$ cat config.mk
export PLATFORM = sky130hd
export DESIGN_NAME = pbd_bank_clock_top
export DESIGN_NICKNAME = d
export VERILOG_FILES = /design/src/shared/pbd_pkg.sv /design/src/shared/pbd_ref_if.sv /design/src/hw/pbd_ref_divider.sv /design/src/hw/pbd_bank_clock_top.sv
export SDC_FILE = /design/constraint.sdc
export NUM_CORES = 1
export LEC_CHECK = 0
export ABC_AREA = 1
export BUFFER_PORTS_ARGS = -buffer_cell sky130_fd_sc_hd__buf_2
export CELL_PAD_IN_SITES_DETAIL_PLACEMENT = 0
export CELL_PAD_IN_SITES_GLOBAL_PLACEMENT = 1
export CORE_AREA = 2 2 43 45
export DETAILED_ROUTE_END_ITERATION = 8
export DIE_AREA = 0 0 45 47
export GPL_TIMING_DRIVEN = 0
export HOLD_SLACK_MARGIN = 0.05
export PLACE_DENSITY_LB_ADDON = 0.08
export SLEW_MARGIN = 10
export SYNTH_ARGS = -nofsm -noshare
export SYNTH_HDL_FRONTEND = slang
export SYNTH_SLANG_ARGS = --single-unit
$ cat constraint.sdc
create_clock -name i_core_clk -period 0.8 [get_ports i_core_clk]
set_input_delay 0.04 -clock i_core_clk [delete_from_list [all_inputs] [get_ports i_core_clk]]
set_output_delay 0.04 -clock i_core_clk [all_outputs]
set_load 0.02 [all_outputs]
$ cat src/shared/pbd_pkg.sv
// Constants and types for the bank clock divider.
// Assumes one core clock standing in for the oscillator; no bus, plain ports only.
// Functional notes
// - Divide the oscillator by two and four, both references at half duty.
// - Selects pick which of banks one to three carry the quarter-rate reference.
// - Gate high forces every clock output low; gate low lets them toggle.
// - Falling edge of clear restarts the quarter-rate reference phase.
// - Bypass high routes the reference input around the loop to the outputs.
// - Bypass low means outputs come through the loop; high is test mode.
// - Feeding back a half-rate output puts the oscillator at twice the input.
// - Oscillator spans 100 MHz to 200 MHz, twice the output range.
// - Outside bypass, every output clock has half duty whatever the input duty.
package pbd_pkg;
   localparam int PBD_BANKS = 4;
   localparam int PBD_PER_BANK = 3;
   localparam int PBD_CNT_W = 2;
   localparam logic [1:0] PBD_CNT_RST = 2'h0;
   localparam int PBD_HALF_BIT = 0;
   localparam int PBD_QUARTER_BIT = 1;
   localparam int PBD_VCO_MIN_MHZ = 100;
   localparam int PBD_VCO_MAX_MHZ = 200;
   localparam int PBD_CORE_MHZ = 10;
   typedef enum logic [1:0] {PBD_SEL_NONE, PBD_SEL_ONE, PBD_SEL_TWO, PBD_SEL_THREE} pbd_sel_e;
endpackage

$ cat src/shared/pbd_ref_if.sv
// Carries the two divided references between divider and bank mux.
// Assumes both ends share the core clock.
`timescale 1ns/1ns
`default_nettype none
interface pbd_ref_if;
   logic half_ref;
   logic quarter_ref;
   modport src (output half_ref, output quarter_ref);
   modport dst (input half_ref, input quarter_ref);
endinterface
`default_nettype wire

$ cat src/hw/pbd_ref_divider.sv
// Shared counter that produces the half and quarter references.
// Assumes the core clock stands in for the oscillator.
`timescale 1ns/1ns
`default_nettype none
module pbd_ref_divider
   import pbd_pkg::*;
(
   input wire logic i_core_clk,
   input wire logic i_arst_n,
   input wire logic i_quarter_restart,
   pbd_ref_if.src o_refs
);
   logic [PBD_CNT_W-1:0] cnt_r;
   // One counter feeds both taps, so the quarter edge lands on a half edge except when a clear restarts the count.
   always_ff @(posedge i_core_clk or negedge i_arst_n)
   begin
      if (!i_arst_n)
         cnt_r <= PBD_CNT_RST;
      else if (i_quarter_restart)
         cnt_r <= PBD_CNT_RST;
      else
         cnt_r <= cnt_r + 2'h1;
   end
   // The half tap is inverted so that it rises on the same edge as the quarter tap.
   assign o_refs.half_ref = ~cnt_r[PBD_HALF_BIT];
   assign o_refs.quarter_ref = cnt_r[PBD_QUARTER_BIT];
endmodule
`default_nettype wire

$ cat src/hw/pbd_bank_clock_top.sv
// Top of the bank clock divider: selection, gating, clear and bypass.
// Assumes the core clock is the oscillator and all pins are synchronous to it.
`timescale 1ns/1ns
`default_nettype none
module pbd_bank_clock_top
   import pbd_pkg::*;
(
   input wire logic i_core_clk,
   input wire logic i_arst_n,
   input wire logic i_ref_clock_in,
   input wire logic i_loop_feedback_in,
   input wire logic i_bank_select_hi,
   input wire logic i_bank_select_lo,
   input wire logic i_output_gate_n,
   input wire logic i_quarter_divider_clear_n,
   input wire logic i_bypass,
   output logic [PBD_PER_BANK-1:0] o_bank1_clock_out,
   output logic [PBD_PER_BANK-1:0] o_bank2_clock_out,
   output logic [PBD_PER_BANK-1:0] o_bank3_clock_out,
   output logic [PBD_PER_BANK-1:0] o_bank4_clock_out,
   output logic o_feedback_seen
);
   pbd_ref_if refs();
   logic clr_d_r;
   logic clr_fall;
   logic fb_d_r;
   logic [PBD_BANKS-1:0] bank_r;
   logic [PBD_BANKS-1:0] bank_nxt;

   // Quarter-rate usage per bank from the selects; bank four never joins.
   function automatic logic [PBD_BANKS-1:0] quarter_map(input logic hi, input logic lo);
      pbd_sel_e s;
      s = pbd_sel_e'({hi, lo});
      case (s)
         PBD_SEL_NONE: quarter_map = 4'h0;
         PBD_SEL_ONE: quarter_map = 4'h1;
         PBD_SEL_TWO: quarter_map = 4'h3;
         default: quarter_map = 4'h7;
      endcase
   endfunction

   always_ff @(posedge i_core_clk or negedge i_arst_n)
   begin
      if (!i_arst_n)
         clr_d_r <= 1'b0;
      else
         clr_d_r <= i_quarter_divider_clear_n;
   end
   assign clr_fall = clr_d_r && !i_quarter_divider_clear_n;

   pbd_ref_divider u_div (
      .i_core_clk(i_core_clk),
      .i_arst_n(i_arst_n),
      .i_quarter_restart(clr_fall),
      .o_refs(refs)
   );

   always_comb
   begin
      logic [PBD_BANKS-1:0] qm;
      qm = quarter_map(i_bank_select_hi, i_bank_select_lo);
      for (int b = 0; b < PBD_BANKS; b++)
         bank_nxt[b] = qm[b] ? refs.quarter_ref : refs.half_ref;
      // Test mode skips the loop and passes the reference straight through.
      if (i_bypass)
         bank_nxt = {PBD_BANKS{i_ref_clock_in}};
      if (i_output_gate_n)
         bank_nxt = '0;
   end

   // Registering the outputs costs one cycle but keeps them glitch free.
   always_ff @(posedge i_core_clk or negedge i_arst_n)
   begin
      if (!i_arst_n)
         bank_r <= '0;
      else
         bank_r <= bank_nxt;
   end

   // Feedback is only observed here; the loop itself is analog and lies outside.
   always_ff @(posedge i_core_clk or negedge i_arst_n)
   begin
      if (!i_arst_n)
         fb_d_r <= 1'b0;
      else
         fb_d_r <= i_loop_feedback_in;
   end

   assign o_bank1_clock_out = {PBD_PER_BANK{bank_r[0]}};
   assign o_bank2_clock_out = {PBD_PER_BANK{bank_r[1]}};
   assign o_bank3_clock_out = {PBD_PER_BANK{bank_r[2]}};
   assign o_bank4_clock_out = {PBD_PER_BANK{bank_r[3]}};
   assign o_feedback_seen = fb_d_r;
endmodule
`default_nettype wire

# After elaboration in Yosys (flattened, before gate mapping)
# Index checks and enable logic that the tools add are counted.
# classes
addsub	1
eq_ne	2
muxes	8
bitwise_logic	1
n_reduce_logical	3
# op_table
op	n
$pmux 3 s3	1
$mux 4	2
$mux 1	4
$add 2x1->2 const B	1
$eq 2x1->1 const B	1
$eq 2x2->1 const B	1
$logic_not 2->1	1
$mux 2	1
$logic_and 1x1->1	1
$logic_not 1->1	1
$not 1->1	1
# word_totals
ff_bits	8
inputBits	9
output_inout_bits	13

# Longest topological paths before layout
# Gate-level depths: netlist (run 1).
# depth
word_depth	5
depth_mapped	5
depth_no_buf	5

# By module
# A second synthesis (run 1) with hierarchy kept.
# hier_totals
cells_unflattened	50
area_unflattened_um2	397.9
# by_module_without_submodules
mod	n_inst	cells_each	area_per_inst_um2	seq_area_each_um2
pbd_bank_clock_top	1	41	321.6	150.1
pbd_ref_divider	1	9	76.3	50.0

# Least setup slack after synthesis (run 1)
# Ideal clock, no wire load.
# synth_timing
kind	flip-flop to flip-flop
startpoint	register u_div.cnt_r[1]
endpoint	register bank_r[0]
t_arrival_ps	698
required_time_ps	680
slack_ps	-18
path_stages_with_launch	4
path_buffers	0
cell_sequence	dfrtp_1 or2_1 nand2_1 a21oi_1
# synth_via
elab_chain_cells	3
# synth_rtl
element	line_no	source
start: declaration	pbd_ref_divider.sv:13	logic [PBD_CNT_W-1:0] cnt_r;
start signal: assignment	pbd_ref_divider.sv:22	cnt_r <= cnt_r + 2'h1;
$mux 1	pbd_bank_clock_top.sv:63	bank_nxt[b] = qm[b] ? refs.quarter_ref : refs.half_ref;
$mux 4	pbd_bank_clock_top.sv:65	if (i_bypass)
$mux 4	pbd_bank_clock_top.sv:67	if (i_output_gate_n)
via bank_nxt[0]	pbd_bank_clock_top.sv:28	logic [PBD_BANKS-1:0] bank_nxt;
end signal: assignment	pbd_bank_clock_top.sv:77	bank_r <= bank_nxt;
end: declaration	pbd_bank_clock_top.sv:27	logic [PBD_BANKS-1:0] bank_r;
# The timed path passes the listed nets, and every way through them passes these cells.

# Final worst setup path (run 1)
# layout_timing
startpoint	register bank_r[0]
endpoint	output port o_bank1_clock_out[2]
# layout_rtl
element	line_no	source
end: declaration	pbd_bank_clock_top.sv:17	output logic [PBD_PER_BANK-1:0] o_bank1_clock_out,
# No word-level cell between the ends.

==> results by group, run 1 <==
Floorplan
  • Initial Util: 23.2%
  • Overall die area: 2120 um^2
  • Chip width: 45 um
  • Core ar.: 1650 um^2
  • Rows: 15
  • IO Pins: 22
  • Die H: 47 um

Global route
  • Grt ovf: 0
  • Initial antenna violation count: 0
  • Total track usage: 7.39%
  • Vias in the first global route: 273
  • Global-route wire length before repair: 1.06 mm
  • Largest net degree at the start of global routing: 9

Placed design
  • GPL Wtd Cong: 0.704
  • Port Buffers: 21
  • Dpl ws: -75.7 ps

Pwr
  • PwrDens: 1980 nW/um^2
  • Static leakage: 0.375 nW
  • Max VDD drop: 0.999 mV

Synth
  • Sequential element share of the synthesized area: 52.3%
  • Ranking of synthesized cells by area: dfrtp_1, buf_4, nand2_1
  • Post-Syn Instances: 43
  • Library cell with the largest summed area after synthesis: dfrtp_1
  • Mean post-synth cell area: 8.90 um^2
  • Synth cell types: 12
  • Syn_nets: 52
  • Synth top area share: 52.3%
  • Synth Register Bits: 8
  • Mapped cell area: 383 um^2
  • Ys Warns: 0

STA
  • Slew @ Worst Pin: 171 ps
  • Max-slew violations: 0
  • Sum of negative setup slack: -1460 ps
  • RSZ-0062 raised after global routing: true
  • Min Clock Period, post-route: 931 ps
  • Hold slack: 25.4 ps
  • Final hold vios: 0
  • Final setup viols: 16
  • Slew HR: 88.5%
  • Max Clock Freq: 1070 MHz
  • Final Cycle Share: 116%
  • Layout Skew: 2.37 ps
  • Final worst slack: -131 ps

Route
  • Met2 routed WL: 330 um
  • First-pass detailed-route iteration total: 2
  • Initial DRC Count: 4
  • Post-route ant nets: 0
  • Avg Vias per Cell: 3.79
  • DRC: 0
  • Top routing layer used: met3
  • Routed length per placed instance: 8.01 um
  • Metal3 WL: 83 um
  • Final WL: 721 um
  • Via count: 341
  • Wl on met1: 308 um

Clocking
  • Cts hold-fix bufs: 3
  • Clock Tree Root: clkbuf_4
  • Clk_lat worst skew: 250 ps
  • CTS buffer count: 3
  • Longest Clk Path Bufs: 2
  • Clock-pin slew on the worst setup and hold paths: 50 ps
  • Depth of the CTS H-tree: 1
  • Clock sinks: 8
  • CTS tree: yes

Worst setup path
  • Kind of critical path: reg -> out
  • WP data required: 760 ps
  • Reg2reg path depth: 4
  • Crit end category: output port
  • Critical Path AT: 890 ps
  • CP startpoint kind: register
  • Crit-path max FO: 3
  • Reg2reg start: u_div.cnt_r[0]
  • Crit path launch: bank_r[0]

Outcome
  • Status: finished, violations left
  • Failing checks: setup timing

Layout
  • Diode count: 0
  • Share of cells above drive strength 1: 54.8%
  • Fillers: 178
  • Most common cell after layout, fill and taps aside: buf_6
  • Layout Nets: 84
  • Most frequent cells in the layout: buf_6, buf_2, dfrtp_1
  • Area grow syn2layout: 78.4%

Worst hold path
  • Hold Path Class: in -> reg
  • WHS Path Cells: 4
  • Hold path start: i_output_gate_n

Run
  • Max-cap violations: 0
-- worst paths after layout --
| kind | end | slack (ps) |
|---|---|---|
| min in group asynchronous | clr_d_r | 160 |
| worst min register to register | bank_r[3] | 530 |
| worst max-delay path | o_bank1_clock_out[2] | -130 |
| worst max register to register | bank_r[1] | -70 |
| worst min-delay path | bank_r[1] | 30 |
| max in group asynchronous | bank_r[1] | 480 |
-- synth_stat cells (all sizes together) --
master / number
buf: 8
or2: 2
o21ai: 1
dfrtp: 8
a21oi: 3
nor2: 6
xnor2: 1
nand3: 1
nand2: 7
inv: 6
-- layer usage --
layer / track usage (%) / up-vias
met5: 0 / -
met4: 5.29 / 0
met3: 3.46 / 0
met1: 8.94 / 142
li1: - / 180
met2: 10.3 / 19
-- critical path, stage by stage (launching register included) --
cell,delay [ps]
dfrtp_1,400
buf_6,130
buf_6,120
-- cell families (layout without fill, tap and decap cells) --
| family | Yosys count | in the layout | share of synthesized area [%] |
|---|---|---|---|
| xor+xnor | 1 | 1 | 2.29 |
| buf+inv | 14 | 44 | 21.6 |
| simple gates | 16 | 16 | 18.6 |
| flops | 8 | 8 | 52.3 |
| compound gates | 4 | 4 | 5.23 |
-- stage by stage --
stage	cell area [um^2]	utilization (%)	std cells	power, mW
after floorplan	383	-	43	0.730
after global placement	509	30.8	81	0.842
after detailed placement	509	30.8	81	0.842
after CTS	634	38.4	90	1.29
after global routing	683	41.4	90	1.44
final	683	41.4	90	1.35
-- report_power, final --
group          internal (mW)  leakage [nW]  switching (mW)  total, mW
Clock                  0.171        0.0138           0.126      0.297
Combinational          0.329         0.262           0.222      0.550
Sequential             0.458        0.0990          0.0464      0.504
Total                  0.957         0.375           0.394       1.35
-- flip-flops by register name, summed over array words and instances, names as in the netlist --
register,flops
u_div.cnt_r,2
clr_d_r,1
o_feedback_seen,1
bank_r,4
-- area by class of cell --
| class | instances | area (um^2) | share of cell area, % |
|---|---|---|---|
| repair buffers | 27 | 224 | 32.8 |
| flip-flops and latches | 8 | 200 | 29.3 |
| multi-input cells | 21 | 110 | 16.1 |
| plain buffers | 8 | 82.6 | 12.1 |
| clock buffers | 3 | 22.5 | 3.30 |
| inverters | 6 | 22.5 | 3.30 |
| well taps | 17 | 21.3 | 3.11 |
-- timing repair --
action / in CTS / in global routing
endpoints found under the hold margin: 12 / 1
gates resized for setup: 16 / 13
pin swaps: 3 / 6
endpoints found under the setup margin: 15 / 17
setup buffers: 3 / 0
Note: power is estimated with default switching activity, not from simulation.
==> inputs of run 2 (changes only) <==
--- a/config.mk
+++ b/config.mk
@@ -15,6 +15,7 @@
 export GPL_TIMING_DRIVEN = 0
 export HOLD_SLACK_MARGIN = 0.05
 export PLACE_DENSITY_LB_ADDON = 0.08
+export RECOVER_POWER = 25
 export SLEW_MARGIN = 10
 export SYNTH_ARGS = -nofsm -noshare
 export SYNTH_HDL_FRONTEND = slang
==> run 2 against run 1 <==
  * The run still ends with setup timing left
  * Largest cell class unchanged
  * Clock power is essentially flat
  * Sequential power is essentially flat
  * Cell area shrank 0.18%
  * First-iteration DRC count is the same
  * Hold slack is the same
  * Register-to-register slack is essentially flat
==> results by group, run 2 (synthesis gave the netlist of run 1 again) <==
Outcome
  • Status: finished, violations left
  • Failing checks: setup timing

Floorplan
  • Core ar.: 1650 um^2
  • Rows: 15
  • IO Pins: 22
  • Die H: 47 um
  • Initial Util: 23.2%
  • Chip width: 45 um
  • Overall die area: 2120 um^2

Placed design
  • Placed cell count: 81
  • GPL Wtd Cong: 0.704
  • Port Buffers: 21

Layout
  • Layout Nets: 84
  • Multi-input gate area: 110 um^2
  • Max FFs per register: 4
  • Fillers: 177
  • Diode count: 0
  • Most common cell after layout, fill and taps aside: buf_6
  • Area grow syn2layout: 78.1%
  • Final non-filler cell total: 90
  • Largest Register: bank_r
  • Largest regs: bank_r: 4 flops, u_div.cnt_r: 2 flops
  • Share of cells above drive strength 1: 53.4%
  • Most frequent cells in the layout: buf_6, buf_2, dfrtp_1
  • Sequential Area: 200 um^2

Route
  • Initial DRC Count: 4
  • First-pass detailed-route iteration total: 2
  • Post-route ant nets: 0
  • Via count: 341
  • DRC: 0
  • Routed length per placed instance: 8.01 um
  • Avg Vias per Cell: 3.79
  • Final WL: 721 um

Worst setup path
  • Kind of critical path: reg -> out
  • CP startpoint kind: register
  • Reg2reg path depth: 4
  • WP data required: 760 ps
  • Crit-path max FO: 3
  • Critical Path AT: 890 ps
  • Crit end category: output port

Global route
  • GRT met1 Usage: 8.94%
  • Total track usage: 7.39%
  • Grt ovf: 0
  • Met3 Usage GRT: 3.46%
  • Vias in the first global route: 273
  • Gr busiest metal: met2
  • GRT met2 Usage: 10.3%
  • Largest net degree at the start of global routing: 9
  • Global-route wire length before repair: 1.06 mm
  • Initial antenna violation count: 0

Clocking
  • Longest Clk Path Bufs: 2
  • Clock sinks: 8
  • Clk_lat worst skew: 250 ps
  • CTS tree: yes
  • Clock-pin slew on the worst setup and hold paths: 50 ps
  • Clock Tree Root: clkbuf_4
  • CTS buffer count: 3
  • Depth of the CTS H-tree: 1
  • Cts hold-fix bufs: 3

STA
  • Layout Skew: 2.37 ps
  • Max Clock Freq: 1070 MHz
  • Slew @ Worst Pin: 415 ps
  • Min Clock Period, post-route: 931 ps
  • Final hold vios: 0
  • RSZ-0062 raised after global routing: true
  • Final worst slack: -131 ps
  • Final setup viols: 16
  • Max-slew violations: 0
  • Final Cycle Share: 116%
  • Slew HR: 72.3%

Pwr
  • Max VDD drop: 0.999 mV
  • Static leakage: 0.373 nW
  • PwrDens: 1980 nW/um^2
  • Power Total: 1.35 mW

Worst hold path
  • Hold Path Class: in -> reg
  • WHS Path Cells: 4

Run
  • Max-cap violations: 0
-- run 2: per-stage QoR --
stage          area [um^2]  hold slack [ps]  worst slack, ps  utilization [%]  setup TNS (ps)
2_1_floorplan          383             -256            -18.0                -           -32.7
3_3_place_gp           509             -107            -81.2             30.8            -230
3_5_place_dp           509             -109            -75.7             30.8            -218
4_1_cts                634             25.8             -141             38.4           -1550
5_1_grt                682             39.4             -177             41.3           -2170
6_report               682             25.4             -131             41.3           -1460
-- run 2: layout make-up --
cell class,count,area share [%]
plain buffers,8,12.1
clock buffers,3,3.30
inverters,6,3.30
multi-input cells,21,16.1
flip-flops and latches,8,29.4
well taps,17,3.12
repair buffers,27,32.7
-- run 2: path summary, 6_finish.rpt --
path                                  from                    to  slack (ps)
max in group asynchronous         i_arst_n             bank_r[1]         280
max reg2reg                 u_div.cnt_r[0]             bank_r[1]         -70
max                              bank_r[0]  o_bank1_clock_out[2]        -130
min reg2reg                 u_div.cnt_r[0]             bank_r[3]         530
min in group asynchronous         i_arst_n               clr_d_r         230
min                        i_output_gate_n             bank_r[1]          30
-- run 2: timing repair --
| action | 4_1_cts | 5_1_grt |
|---|---|---|
| pin swaps | 3 | 6 |
| resized for setup | 16 | 13 |
| gates cloned | 0 | 0 |
| setup endpoints to repair | 15 | 17 |
| buffers inserted | 3 | 0 |
| endpoints found under the hold margin | 12 | 1 |
-- run 2: worst max-delay path, cell delays in order (launching register included) --
cell     delay (ps)
dfrtp_1         400
buf_6           130
buf_6           120
-- run 2: layer usage --
metal	vias up	part of all wire (%)
met3	0	12
met5	-	0
met1	142	43
li1	180	-
met4	0	0
met2	19	46
-- run 2: where the power goes --
part	internal, mW	switching, mW	leakage [nW]
Sequential	0.458	0.0464	0.0990
Clock	0.171	0.126	0.0138
Combinational	0.328	0.222	0.260
